===== config.mk =====
export PLATFORM = sky130hd
export DESIGN_NAME = cdvdc_top
export DESIGN_NICKNAME = d
export VERILOG_FILES = /design/src/design/cdvdc_pkg.sv /design/src/design/cdvdc_chan_div.sv /design/src/design/cdvdc_top.sv
export SDC_FILE = /design/constraint.sdc
export NUM_CORES = 1
export LEC_CHECK = 0
export BUFFER_PORTS_ARGS = -buffer_cell sky130_fd_sc_hd__buf_2
export CORE_UTILIZATION = 30
export CTS_CLUSTER_DIAMETER = 40
export DETAILED_ROUTE_END_ITERATION = 10
export GPL_TIMING_DRIVEN = 0
export PLACE_DENSITY = 0.6
export SETUP_SLACK_MARGIN = 0.5
export SKIP_LAST_GASP = 1
export SLEW_MARGIN = 15
export SYNTH_ARGS = -nofsm -noshare
export SYNTH_HDL_FRONTEND = slang
export SYNTH_SLANG_ARGS = --single-unit

===== constraint.sdc =====
create_clock -name aclk -period 4.2 [get_ports aclk]
set_clock_uncertainty 0.1 [all_clocks]
set_input_delay 0.21 -clock aclk [delete_from_list [all_inputs] [get_ports aclk]]
set_output_delay 0.21 -clock aclk [all_outputs]
set_load 0.02 [all_outputs]

===== src/design/cdvdc_pkg.sv =====
package cdvdc_pkg;

  // ----------------------------------------------------------------
  // Bus geometry and register indices (byte address = 4 * index)
  // ----------------------------------------------------------------
  localparam int          ADDR_W   = 16;
  localparam int          IDX_W    = 14;
  localparam logic [13:0] IDX_CNT  = 14'h0196;
  localparam logic [13:0] IDX_CTL  = 14'h0197;
  localparam logic [13:0] IDX_RT   = 14'h0198;
  localparam logic [13:0] IDX_SDV  = 14'h01E0;
  localparam logic [13:0] IDX_SEL  = 14'h01E1;
  localparam logic [13:0] IDX_SYS  = 14'h0230;
  localparam logic [13:0] IDX_UPD  = 14'h0232;
  localparam logic [13:0] IDX_STAT = 14'h0233;

  // ----------------------------------------------------------------
  // Field positions
  // ----------------------------------------------------------------
  localparam int CNT_W        = 4;
  localparam int LOW_LSB      = 4;
  localparam int HIGH_LSB     = 0;
  localparam int CTL_BYPASS   = 7;
  localparam int CTL_NOSYNC   = 6;
  localparam int CTL_FORCE    = 5;
  localparam int CTL_START    = 4;
  localparam int PH_LSB       = 0;
  localparam int RT_DIRECT    = 1;
  localparam int RT_DCC_OFF   = 0;
  localparam int SDV_LSB      = 0;
  localparam int SDV_W        = 3;
  localparam int SEL_PD_SECT  = 4;
  localparam int SEL_PD_OIF   = 3;
  localparam int SEL_PD_IN    = 2;
  localparam int SEL_OSC      = 1;
  localparam int SEL_BYP      = 0;
  localparam int SYS_SOFT     = 0;
  localparam int UPD_BIT      = 0;

  // ----------------------------------------------------------------
  // Reset values and codes
  // ----------------------------------------------------------------
  localparam logic [7:0] RST_CNT  = 8'h00;
  localparam logic [7:0] RST_CTL  = 8'h00;
  localparam logic [7:0] RST_RT   = 8'h00;
  localparam logic [7:0] RST_SDV  = 8'h02;
  localparam logic [7:0] RST_SEL  = 8'h00;
  localparam logic [7:0] RST_SYS  = 8'h00;
  localparam logic [2:0] SDV_MAX  = 3'h4;
  localparam logic [2:0] SDV_BASE = 3'h2;
  localparam logic [1:0] RT_OSC   = 2'h2;
  localparam logic [1:0] RT_EXT   = 2'h0;
  localparam logic [1:0] RESP_OK  = 2'h0;
  localparam logic [1:0] RESP_ERR = 2'h2;

  typedef enum logic [2:0] {
    ST_HOLD  = 3'h1,
    ST_DELAY = 3'h2,
    ST_RUN   = 3'h4
  } cdvdc_state_t;

endpackage


===== src/design/cdvdc_chan_div.sv =====
`timescale 1ns/1ps
module cdvdc_chan_div (
  input  wire logic       aclk,
  input  wire logic       aresetn,
  input  wire logic       in_lvl,
  input  wire logic       in_tick,
  input  wire logic       hold,
  input  wire logic       start_hi,
  input  wire logic       dcc_on,
  input  wire logic       bypass,
  input  wire logic [3:0] low_cnt,
  input  wire logic [3:0] high_cnt,
  input  wire logic [3:0] phase,
  output logic            div_out,
  output logic            running
);

  cdvdc_pkg::cdvdc_state_t state_q;
  logic [3:0]              cnt_q;
  logic                    lvl_q;

  // Period split, balanced halves while correction is on
  wire [4:0] total  = 5'({1'b0, low_cnt}) + 5'({1'b0, high_cnt}) + 5'h02;
  wire [4:0] hi_bal = total >> 1;
  wire [3:0] hi_m1  = dcc_on ? 4'(hi_bal - 5'h01) : high_cnt;
  wire [3:0] lo_m1  = dcc_on ? 4'(total - hi_bal - 5'h01) : low_cnt;
  wire [3:0] first  = start_hi ? hi_m1 : lo_m1;

  // Hold, phase delay and run sequencing
  always_ff @(posedge aclk) begin
    if (!aresetn) begin
      state_q <= cdvdc_pkg::ST_HOLD;
      cnt_q   <= '0;
      lvl_q   <= 1'b0;
    end else if (hold) begin
      state_q <= cdvdc_pkg::ST_HOLD;
      lvl_q   <= start_hi;
      cnt_q   <= phase;
    end else begin
      unique case (state_q)
        cdvdc_pkg::ST_HOLD: begin
          if (cnt_q == '0) begin
            state_q <= cdvdc_pkg::ST_RUN;
            cnt_q   <= first;
          end else begin
            state_q <= cdvdc_pkg::ST_DELAY;
          end
        end
        cdvdc_pkg::ST_DELAY: begin
          if (in_tick && cnt_q == 4'h1) begin
            state_q <= cdvdc_pkg::ST_RUN;
            lvl_q   <= start_hi;
            cnt_q   <= first;
          end else if (in_tick) begin
            cnt_q <= cnt_q - 4'h1;
          end
        end
        cdvdc_pkg::ST_RUN: begin
          if (in_tick && cnt_q == '0) begin
            lvl_q <= !lvl_q;
            cnt_q <= lvl_q ? lo_m1 : hi_m1;
          end else if (in_tick) begin
            cnt_q <= cnt_q - 4'h1;
          end
        end
        default: state_q <= cdvdc_pkg::ST_HOLD;
      endcase
    end
  end

  assign div_out = bypass ? in_lvl : lvl_q;
  assign running = state_q == cdvdc_pkg::ST_RUN;
endmodule


===== src/design/cdvdc_top.sv =====
// Register access over AXI4-Lite is this design's own decision.
`timescale 1ns/1ps
module cdvdc_top (
  input  wire logic        aclk,
  input  wire logic        aresetn,
  input  wire logic [15:0] awaddr,
  input  wire logic [2:0]  awprot,
  input  wire logic        awvalid,
  output logic             awready,
  input  wire logic [31:0] wdata,
  input  wire logic [3:0]  wstrb,
  input  wire logic        wvalid,
  output logic             wready,
  output logic [1:0]       bresp,
  output logic             bvalid,
  input  wire logic        bready,
  input  wire logic [15:0] araddr,
  input  wire logic [2:0]  arprot,
  input  wire logic        arvalid,
  output logic             arready,
  output logic [31:0]      rdata,
  output logic [1:0]       rresp,
  output logic             rvalid,
  input  wire logic        rready,
  input  wire logic        sync_n,
  input  wire logic        osc_clk_in,
  input  wire logic        ext_clk_in,
  output logic             pair_two_output_a,
  output logic             pair_two_output_b
);

  // ----------------------------------------------------------------
  // Pin synchronisers
  // ----------------------------------------------------------------
  logic [1:0] osc_ff_q;
  logic [1:0] ext_ff_q;
  logic [1:0] syn_ff_q;

  // Two flops per pin; only the second stage is used
  always_ff @(posedge aclk) begin
    if (!aresetn) begin
      osc_ff_q <= '0;
      ext_ff_q <= '0;
      syn_ff_q <= 2'h3;
    end else begin
      osc_ff_q <= {osc_ff_q[0], osc_clk_in};
      ext_ff_q <= {ext_ff_q[0], ext_clk_in};
      syn_ff_q <= {syn_ff_q[0], sync_n};
    end
  end

  wire osc_s = osc_ff_q[1];
  wire ext_s = ext_ff_q[1];
  wire syn_s = syn_ff_q[1];

  // ----------------------------------------------------------------
  // Register bus slave
  // ----------------------------------------------------------------
  function automatic logic hit(input logic [15:0] a,
                               input logic [13:0] idx);
    return a == {idx, 2'h0};
  endfunction

  logic        aw_full_q;
  logic        w_full_q;
  logic [15:0] awaddr_q;
  logic [7:0]  wbyte_q;
  logic        wen_q;
  logic        bvalid_q;
  logic [1:0]  bresp_q;
  logic        rvalid_q;
  logic [1:0]  rresp_q;
  logic [31:0] rdata_q;

  // Address and data are taken in either order, one write at a time
  assign awready = !aw_full_q && !bvalid_q;
  assign wready  = !w_full_q && !bvalid_q;
  assign bvalid  = bvalid_q;
  assign bresp   = bresp_q;
  assign arready = !rvalid_q;
  assign rvalid  = rvalid_q;
  assign rresp   = rresp_q;
  assign rdata   = rdata_q;

  wire wr_fire = aw_full_q && w_full_q && !bvalid_q;
  wire w_cnt   = wr_fire && hit(awaddr_q, cdvdc_pkg::IDX_CNT);
  wire w_ctl   = wr_fire && hit(awaddr_q, cdvdc_pkg::IDX_CTL);
  wire w_rt    = wr_fire && hit(awaddr_q, cdvdc_pkg::IDX_RT);
  wire w_sdv   = wr_fire && hit(awaddr_q, cdvdc_pkg::IDX_SDV);
  wire w_sel   = wr_fire && hit(awaddr_q, cdvdc_pkg::IDX_SEL);
  wire w_sys   = wr_fire && hit(awaddr_q, cdvdc_pkg::IDX_SYS);
  wire w_upd   = wr_fire && hit(awaddr_q, cdvdc_pkg::IDX_UPD);
  wire w_stat  = wr_fire && hit(awaddr_q, cdvdc_pkg::IDX_STAT);
  wire w_map   = w_cnt || w_ctl || w_rt || w_sdv || w_sel || w_sys
                 || w_upd || w_stat;
  wire upd     = w_upd && wen_q && wbyte_q[cdvdc_pkg::UPD_BIT];

  // Write address holding register
  always_ff @(posedge aclk) begin
    if (!aresetn) begin
      aw_full_q <= 1'b0;
      awaddr_q  <= '0;
    end else if (awvalid && awready) begin
      aw_full_q <= 1'b1;
      awaddr_q  <= awaddr;
    end else if (wr_fire) begin
      aw_full_q <= 1'b0;
    end
  end

  // Write data holding register, low lane only
  always_ff @(posedge aclk) begin
    if (!aresetn) begin
      w_full_q <= 1'b0;
      wbyte_q  <= '0;
      wen_q    <= 1'b0;
    end else if (wvalid && wready) begin
      w_full_q <= 1'b1;
      wbyte_q  <= wdata[7:0];
      wen_q    <= wstrb[0];
    end else if (wr_fire) begin
      w_full_q <= 1'b0;
    end
  end

  // Write response
  always_ff @(posedge aclk) begin
    if (!aresetn) begin
      bvalid_q <= 1'b0;
      bresp_q  <= cdvdc_pkg::RESP_OK;
    end else if (wr_fire) begin
      bvalid_q <= 1'b1;
      bresp_q  <= w_map ? cdvdc_pkg::RESP_OK : cdvdc_pkg::RESP_ERR;
    end else if (bready) begin
      bvalid_q <= 1'b0;
    end
  end

  // ----------------------------------------------------------------
  // Buffer and active register sets
  // ----------------------------------------------------------------
  logic [7:0] b_cnt_q, b_ctl_q, b_rt_q, b_sdv_q, b_sel_q, b_sys_q;
  logic [7:0] a_cnt_q, a_ctl_q, a_rt_q, a_sdv_q, a_sel_q, a_sys_q;

  // Software writes land in the buffer set only
  always_ff @(posedge aclk) begin
    if (!aresetn) begin
      b_cnt_q <= cdvdc_pkg::RST_CNT;
      b_ctl_q <= cdvdc_pkg::RST_CTL;
      b_rt_q  <= cdvdc_pkg::RST_RT;
      b_sdv_q <= cdvdc_pkg::RST_SDV;
      b_sel_q <= cdvdc_pkg::RST_SEL;
      b_sys_q <= cdvdc_pkg::RST_SYS;
    end else if (wen_q) begin
      if (w_cnt) b_cnt_q <= wbyte_q;
      if (w_ctl) b_ctl_q <= wbyte_q;
      if (w_rt)  b_rt_q  <= wbyte_q;
      if (w_sdv) b_sdv_q <= wbyte_q;
      if (w_sel) b_sel_q <= wbyte_q;
      if (w_sys) b_sys_q <= wbyte_q;
    end
  end

  // Update copies the whole buffer set at once
  always_ff @(posedge aclk) begin
    if (!aresetn) begin
      a_cnt_q <= cdvdc_pkg::RST_CNT;
      a_ctl_q <= cdvdc_pkg::RST_CTL;
      a_rt_q  <= cdvdc_pkg::RST_RT;
      a_sdv_q <= cdvdc_pkg::RST_SDV;
      a_sel_q <= cdvdc_pkg::RST_SEL;
      a_sys_q <= cdvdc_pkg::RST_SYS;
    end else if (upd) begin
      a_cnt_q <= b_cnt_q;
      a_ctl_q <= b_ctl_q;
      a_rt_q  <= b_rt_q;
      a_sdv_q <= b_sdv_q;
      a_sel_q <= b_sel_q;
      a_sys_q <= b_sys_q;
    end
  end

  // ----------------------------------------------------------------
  // Field decode from the active set
  // ----------------------------------------------------------------
  wire       ch_byp    = a_ctl_q[cdvdc_pkg::CTL_BYPASS];
  wire       nosync    = a_ctl_q[cdvdc_pkg::CTL_NOSYNC];
  wire       force_hi  = a_ctl_q[cdvdc_pkg::CTL_FORCE];
  wire       start_hi  = a_ctl_q[cdvdc_pkg::CTL_START];
  wire [3:0] phase     = a_ctl_q[cdvdc_pkg::PH_LSB +: cdvdc_pkg::CNT_W];
  wire [3:0] low_cnt   = a_cnt_q[cdvdc_pkg::LOW_LSB +: cdvdc_pkg::CNT_W];
  wire [3:0] high_cnt  = a_cnt_q[cdvdc_pkg::HIGH_LSB +: cdvdc_pkg::CNT_W];
  wire       direct    = a_rt_q[cdvdc_pkg::RT_DIRECT];
  wire       dcc_off   = a_rt_q[cdvdc_pkg::RT_DCC_OFF];
  wire [2:0] sdv_code  = a_sdv_q[cdvdc_pkg::SDV_LSB +: cdvdc_pkg::SDV_W];
  wire       pd_sect   = a_sel_q[cdvdc_pkg::SEL_PD_SECT];
  wire       pd_oif    = a_sel_q[cdvdc_pkg::SEL_PD_OIF];
  wire       pd_in     = a_sel_q[cdvdc_pkg::SEL_PD_IN];
  wire       sel_osc   = a_sel_q[cdvdc_pkg::SEL_OSC];
  wire       src_byp   = a_sel_q[cdvdc_pkg::SEL_BYP];
  wire [1:0] rt_code   = {sel_osc, src_byp};
  wire       soft_sync = a_sys_q[cdvdc_pkg::SYS_SOFT];

  // ----------------------------------------------------------------
  // Clock source selection and source divider
  // ----------------------------------------------------------------
  logic       src_prev_q;
  logic       dist_prev_q;
  logic [2:0] sdv_cnt_q;
  logic       sdv_lvl_q;

  // Power-down gating of the two sources
  wire osc_lvl = osc_s && !pd_in && !pd_oif;
  wire ext_lvl = ext_s && !pd_in;
  wire src_lvl = !pd_sect && (sel_osc ? osc_lvl : ext_lvl);
  wire src_rise = src_lvl && !src_prev_q;

  // Ratio is code plus two; upper codes stop the divider
  wire [2:0] ratio      = sdv_code + cdvdc_pkg::SDV_BASE;
  wire       sdv_static = sdv_code > cdvdc_pkg::SDV_MAX;
  wire [2:0] sdv_nxt    = (sdv_cnt_q >= ratio - 3'h1) ? 3'h0
                          : sdv_cnt_q + 3'h1;
  wire       byp_eff    = src_byp && !sel_osc;
  wire       dist_lvl   = !pd_sect && (byp_eff ? src_lvl : sdv_lvl_q);
  wire       dist_rise  = dist_lvl && !dist_prev_q;

  // Edge history of source and distribution levels
  always_ff @(posedge aclk) begin
    if (!aresetn) begin
      src_prev_q  <= 1'b0;
      dist_prev_q <= 1'b0;
    end else begin
      src_prev_q  <= src_lvl;
      dist_prev_q <= dist_lvl;
    end
  end

  // Source divider counts source rising edges
  always_ff @(posedge aclk) begin
    if (!aresetn) begin
      sdv_cnt_q <= '0;
      sdv_lvl_q <= 1'b0;
    end else if (sdv_static || pd_sect) begin
      sdv_cnt_q <= '0;
      sdv_lvl_q <= 1'b0;
    end else if (src_rise) begin
      sdv_cnt_q <= sdv_nxt;
      sdv_lvl_q <= sdv_nxt < (ratio >> 1);
    end
  end

  // ----------------------------------------------------------------
  // Channel two divider and output routing
  // ----------------------------------------------------------------
  logic ch_out;
  logic ch_run;
  logic out_q;

  // Pin low or soft bit high holds; release is the sync event
  wire sync_hold = !syn_s || soft_sync;
  wire ch_hold   = (!nosync && sync_hold) || pd_sect;

  cdvdc_chan_div u_div (
    .aclk     (aclk),
    .aresetn  (aresetn),
    .in_lvl   (dist_lvl),
    .in_tick  (dist_rise),
    .hold     (ch_hold),
    .start_hi (start_hi),
    .dcc_on   (!dcc_off),
    .bypass   (ch_byp),
    .low_cnt  (low_cnt),
    .high_cnt (high_cnt),
    .phase    (phase),
    .div_out  (ch_out),
    .running  (ch_run)
  );

  // Forced level, then direct routing
  wire forced   = nosync && !ch_byp;
  wire div_side = forced ? force_hi : ch_out;
  wire out_d    = !direct ? div_side
                  : (rt_code == cdvdc_pkg::RT_OSC) ? osc_lvl
                  : (rt_code == cdvdc_pkg::RT_EXT) ? ext_lvl
                  : div_side;

  always_ff @(posedge aclk) begin
    if (!aresetn) begin
      out_q <= 1'b0;
    end else begin
      out_q <= out_d;
    end
  end

  assign pair_two_output_a = out_q;
  assign pair_two_output_b = out_q;

  // ----------------------------------------------------------------
  // Register read path
  // ----------------------------------------------------------------
  wire [7:0] stat_byte = {5'h00, sdv_static, ch_run, out_q};
  wire r_cnt  = hit(araddr, cdvdc_pkg::IDX_CNT);
  wire r_ctl  = hit(araddr, cdvdc_pkg::IDX_CTL);
  wire r_rt   = hit(araddr, cdvdc_pkg::IDX_RT);
  wire r_sdv  = hit(araddr, cdvdc_pkg::IDX_SDV);
  wire r_sel  = hit(araddr, cdvdc_pkg::IDX_SEL);
  wire r_sys  = hit(araddr, cdvdc_pkg::IDX_SYS);
  wire r_upd  = hit(araddr, cdvdc_pkg::IDX_UPD);
  wire r_stat = hit(araddr, cdvdc_pkg::IDX_STAT);
  wire r_map  = r_cnt || r_ctl || r_rt || r_sdv || r_sel || r_sys
                || r_upd || r_stat;
  wire [7:0] r_byte = r_cnt  ? b_cnt_q
                    : r_ctl  ? b_ctl_q
                    : r_rt   ? b_rt_q
                    : r_sdv  ? b_sdv_q
                    : r_sel  ? b_sel_q
                    : r_sys  ? b_sys_q
                    : r_stat ? stat_byte
                    : 8'h00;

  // Read answer one cycle after the address is taken
  always_ff @(posedge aclk) begin
    if (!aresetn) begin
      rvalid_q <= 1'b0;
      rresp_q  <= cdvdc_pkg::RESP_OK;
      rdata_q  <= '0;
    end else if (arvalid && arready) begin
      rvalid_q <= 1'b1;
      rresp_q  <= r_map ? cdvdc_pkg::RESP_OK : cdvdc_pkg::RESP_ERR;
      rdata_q  <= {24'h000000, r_byte};
    end else if (rready) begin
      rvalid_q <= 1'b0;
    end
  end
endmodule


# Yosys cells after proc, flatten, opt, wreduce, memory -nomap -nowiden
# Cells that the tools add are included.
# Widths: inputs -> output; s select.
totals:
  romBits: 0
  ff_bits: 137
  elab_cells: 192
  mem_bits_rw: 0
  inputBits: 84
  memories: 0
  latch_bits: 0
  out_inout_bits: 43
classes:
  n_reduce_logical: 79
  n_div: 0
  order_cmp: 3
  n_mul: 0
  bitwise_logic: 2
  n_eq_ne: 25
  add_sub_neg: 9
  n_shift: 0
  muxes: 41
ops:
  columns: ["op", "count"]
  rows:
  - ["$eq 16x11->1 const B", 10]
  - ["$eq 16x12->1 const B", 6]
  - ["$mux 8", 6]
  - ["$mux 4", 9]
  - ["$logic_and 1x1->1", 29]
  - ["$logic_or 1x1->1", 17]
  - ["$mux 1", 17]
  - ["$reduce_and 2->1", 8]
  - ["$logic_not 1->1", 14]
  - ["$mux 3", 4]
  - ["$pmux 4 s3", 1]
  - ["$sub 4x1->4 const B", 3]
  - ["$pmux 3 s3", 1]
  - ["$reduce_bool 2->1", 4]
  - ["$ne 3x2->1 const B", 2]
  - ["$add 4x4->5", 1]
  - ["$add 5x2->5 const B", 1]
  - ["$eq 4x1->1 const B", 1]
  - ["$logic_not 4->1", 1]
  - ["$mux 2", 2]
  - ["$reduce_bool 4->1", 1]
  - ["$reduce_or 2->1", 2]
  - ["$sub 4x4->4", 1]
  - ["$add 3x1->3 const B", 1]
  - ["other kinds (16)", 17]

# Longest topological paths before layout
depth:
  word_depth: 12
  ltp_mapped: 14
  ltp_nobuf: 14

# Modules after synthesis
# From an unflattened synthesis, not the netlist that was laid out.
unflattened:
  cells_unflattened: 788
  area_unflattened_um2: 6784.0
modules_own_cells:
  columns: ["mod", "n_inst", "cells_each", "seq_area_each_um2", "area_per_inst_um2"]
  rows:
  - ["cdvdc_top", 1, 667, 2542.4, 5770.5]
  - ["cdvdc_chan_div", 1, 121, 160.2, 1013.5]

# Worst setup path before layout
# Ideal clock, no wire load.
synth_timing:
  kind: "reg2reg"
  start: "reg a_cnt_q[1]"
  end: "reg u_div.cnt_q[1]"
  period_less_slack_ns: 3.145
  path_buffers: 0
  arrival_ns: 2.909
  path_stages_with_launch: 12
  setup_time_ns: 0.135
  required_time_ns: 3.965
  path_slack_ns: 1.055
  path_cell_list: "dfxtp_1 -> inv_1 -> ha_1 -> inv_1 -> ha_1 -> fa_1 -> fa_1 -> inv_1 -> mux4_2 -> and2_1 -> a2111oi_0 -> o22ai_1"
synth_via:
  elab_chain_len: 9
  word_cells_on_any_way: 14
  classes_between: "add/sub: 5; mux: 9"
synth_rtl:
  columns: ["item", "line_no", "source"]
  rows:
  - ["from (decl)", "cdvdc_top.sv:143", "logic [7:0] a_cnt_q, a_ctl_q, a_rt_q, a_sdv_q, a_sel_q, a_sys_q;"]
  - ["from (signal assigned)", "cdvdc_top.sv:167", "a_cnt_q <= cdvdc_pkg::RST_CNT;"]
  - ["from (signal assigned)", "cdvdc_top.sv:174", "a_cnt_q <= b_cnt_q;"]
  - ["$add 4x4->5", "cdvdc_chan_div.sv:23", "wire [4:0] total = 5'({1'b0, low_cnt}) + 5'({1'b0, high_cnt}) + 5'h02;"]
  - ["$add 5x2->5", "cdvdc_chan_div.sv:23", null]
  - ["$sub 4x4->4", "cdvdc_chan_div.sv:26", "wire [3:0] lo_m1 = dcc_on ? 4'(total - hi_bal - 5'h01) : low_cnt;"]
  - ["$sub 4x1->4", "cdvdc_chan_div.sv:26", null]
  - ["$mux 4", "cdvdc_chan_div.sv:26", null]
  - ["$mux 4, on equally long branches", "cdvdc_chan_div.sv:61, cdvdc_chan_div.sv:27", null]
  - ["$mux 4, on equally long branches", "cdvdc_chan_div.sv:59, cdvdc_chan_div.sv:42, cdvdc_chan_div.sv:50", null]
  - ["$pmux 4 s3 (*)", "cdvdc_chan_div.sv:40", "unique case (state_q)"]
  - ["$mux 4 (*)", "cdvdc_chan_div.sv:35", "end else if (hold) begin"]
  - ["to (signal assigned)", "cdvdc_chan_div.sv:38", "cnt_q <= phase;"]
  - ["to (signal assigned)", "cdvdc_chan_div.sv:61", "cnt_q <= lvl_q ? lo_m1 : hi_m1;"]
  - ["to (signal assigned)", "cdvdc_chan_div.sv:63", "cnt_q <= cnt_q - 4'h1;"]
  - ["to (decl)", "cdvdc_chan_div.sv:19", "logic [3:0] cnt_q;"]
# Mark *: on every way between the ends. The rest lies on a longest branch, timed or not. The select of a mux whose other input is x is not followed.
# A chain may end at the register's enable or synchronous reset.

# Worst setup path after layout
layout_timing:
  start: "reg a_cnt_q[5]"
  end: "reg u_div.cnt_q[1]"
# The elaborated chain is that of the path after synthesis.

==> metrics.cfg <==
[logic_synthesis]
synth_ff_type = dfxtp_1
netlist_instances = 796
synthTopCellsByArea = dfxtp_1 38%, mux2i_1 7.5%, nand2_1 7.1%
avgSynthCellArea_um2 = 8.92
synth_top_area_share_pct = 38.1
synthMuxAreaShare_pct = 9.69
synth_xor_xnor_area_share_pct = 1.43
synth_top_family_by_area = simple AND/OR/NAND/NOR gates
synth_top_area_cell = dfxtp_1
synthAdderAreaFrac_pct = 4.09
synth_compound_area_share_pct = 16.3
synth_edf_count = 0
yosys_warnings = 0
ys_seq_area_share_pct = 38.1
ys_types = 77
syn_area_um2 = 7100
synth_seq_cells = 135
synth-async-reset-ratio_pct = 0
synth-simple-area-share_pct = 24.2

[sta]
min_period_over_period_pct = 81.6
slew_headroom_pct = 46.7
rsz0062_at_grt = no
fmax_mhz = 292
period_minus_slack_ns = 3.43
drv_slew = 0
setup_viol = 0
worst_slew_pin_slew_ns = 0.794
final.setup.tns_ns = 0
final-hold-violation-count = 0

[drt]
final_antenna_net_count = 0
drt_iter0_drc = 257
num_vias = 5916
drt-total-wl_um = 17800
drc = 0
firstDrtPassIters = 4
viasPerCell = 4.68
wire_per_inst_um = 14.1

[final_layout]
final_area_um2 = 8850
antenna_cells = 0
ff_latch_area_um2 = 2700
multi_input_area_um2 = 4050
fin_util_pct = 38.6
syn2layout_area_growth_pct = 24.6
nNetsFinal = 1044
fillCellCount = 2342
final_cell_mix = 135 x nand2_1, 135 x dfxtp_1, 70 x buf_2
drive_gt1_share_pct = 16.9

[clock_network]
postCtsHoldBufs = 31
clockRootBuffer = clkbuf_16
clkSinkCount = 135
numCtsBuffers = 17
post_cts_buffers = 0
insertion_delay_ns = 0.42
ctsHtreeMaxLevel = 4
clkTransAtPathRegs_ns = 0.06
tritoncts = yes
clock_tree.buffer_depth = 2
cts_resized = 0

[power_and_ir_drop]
power_w = 0.00345
p_comb_share_pct = 15.0
p_switching_w = 0.000904
power.density_nw_per_um2 = 390
p_sw_share_pct = 26.2
seq_power_share_pct = 40.5
irDropWorstVdd_mv = 0.277
p_int_w = 0.00255
power_leakage_nw = 3.43
clockPowerShare_pct = 44.5

[grt]
grt.total_usage_pct = 15.5
antenna_found_initial = 0
overflow = 0
grt_pass1_wl_um = 29500
grt_max_degree = 17
grt_pass1_vias = 5842

[setup_path]
worstPathRequired_ns = 4.39
slowest_delay_ns = 0.57
r2r_start = a_cnt_q[5]$_SDFFE_PN0P_
worst_r2r_endpoint = u_div.cnt_q[1]$_SDFFE_PN0P_
r2r_cells = 11
cp_num_buf_inv = 3
crit_start = a_cnt_q[5]$_SDFFE_PN0P_
cp-start-kind = register
end_kind = register
cp_max_fo = 5
slowest_stage = fa_1
cp_top_family = adder cells
crit_type = register to register
r2r_slack_ns = 0.77
crit_arrival_ns = 3.62
cp_cell_sequence = inv_1 -> ha_1 -> inv_1 -> ha_1 -> fa_1 -> fa_1 -> inv_1 -> mux4_2 -> and2_1 -> a2111oi_0 -> o22ai_1
cpMostUsedCell = inv_1

[placed_design]
routabilityCongestion = 0.837
portBuffers = 67
post-dp-hpwl_um = 13600
placed_area_um2 = 7920

[worst_hold_path]
min_to = awaddr_q[12]$_SDFFE_PN0P_
hp-start = awvalid
worstHoldPathCells = 4
hold_class = input pin to register

[floorplanning]
rows = 55
die_h_um = 156
initial_utilization_pct = 31.0
core_area_um2 = 22900
die_area_um2 = 24300
die_w_um = 156
ios = 127

[run]
maxCapViolCount = 0

[status]
outcome = completed

[stage by stage]
step	setup WS, ns	hold WS [ns]	std cells
after floorplan	1.06	0.211	821
after CTS	0.739	0.147	1263
after global placement	0.802	0.297	1201
after detailed placement	0.752	0.296	1201
final	0.772	0.165	1263
after global routing	0.613	0.204	1263
[Yosys cell counts, drive strengths merged, types with 4 or more instances]
cell    count
dfxtp     135
nand2     135
nor2b      57
a21boi     56
mux2i      53
buf        34
clkbuf     28
a21oi      26
nor2       26
inv        25
ha         20
nand3      15
nand2b     13
o21ai      13
and2       12
a21o       10
nor3b       9
nor4        9
nor3        8
a31oi       7
o211ai      7
mux2        6
a222oi      5
nand3b      5
nand4b      5
nor4b       5
o221ai      5
xor2        5
mux4        4
xnor2       4
[cells by family after synthesis]
logic type      after synthesis
mux                          63
buf+inv                      87
simple gates                317
xor+xnor                     10
other cells                   1
compound gates              161
flops                       135
fa+ha+maj                    22
[worst max path at each step]
stage                                        endpoint  slack [ns]  cells after the start
after floorplan           u_div.cnt_q[1]$_SDFFE_PN0P_        1.06                     11
after global placement    u_div.cnt_q[1]$_SDFFE_PN0P_        0.80                     11
after detailed placement  u_div.cnt_q[1]$_SDFFE_PN0P_        0.75                     11
after CTS                 u_div.cnt_q[1]$_SDFFE_PN0P_        0.74                     11
after global routing      u_div.cnt_q[3]$_SDFFE_PN0P_        0.61                     14
final                     u_div.cnt_q[1]$_SDFFE_PN0P_        0.77                     11
[metal layers]
layer  track usage [%]  part of all wire [%]  up-vias
met3              2.39                   3.1       25
met5                 0                     0        -
met1              19.4                    46     2747
met2              26.9                    49      114
met4              5.42                   1.7        0
li1                  -                     -     3030
[power by group through the flow]
stage	logic [W]	registers (W)	clock network, W
floorplan	0.000374	0.00141	0
global placement	0.000491	0.00142	0
detailed placement	0.000495	0.00142	0
CTS	0.000519	0.00140	0.00156
global route	0.000586	0.00141	0.00162
finish	0.000517	0.00140	0.00154
[layout make-up]
cell class              instances  area share, %
clock inverters                10           1.65
inverters                      25           1.06
clock buffers                  21           5.32
repair buffers                 98           7.30
multi-input cells             599           45.8
well taps                     313           4.43
plain buffers                  62           3.90
flip-flops and latches        135           30.5
[flip-flops by register name, summed over array words and instances (netlist names), 2 cells and up]
name           count
rdata              8
a_sdv_q            3
osc_ff_q           2
b_ctl_q            8
awaddr_q          16
a_rt_q             2
u_div.cnt_q        4
a_ctl_q            8
b_sdv_q            8
b_sel_q            8
b_sys_q            8
syn_ff_q           2
b_rt_q             8
a_cnt_q            8
ext_ff_q           2
b_cnt_q            8
wbyte_q            8
a_sel_q            5
sdv_cnt_q          3
u_div.state_q      3
[worst min-delay path: stages]
cell,delay (ns)
buf_2,0.09
nand2_1,0.16
nand2_1,0.11
a21boi_0,0.06
(Power assumes the default switching activity.)
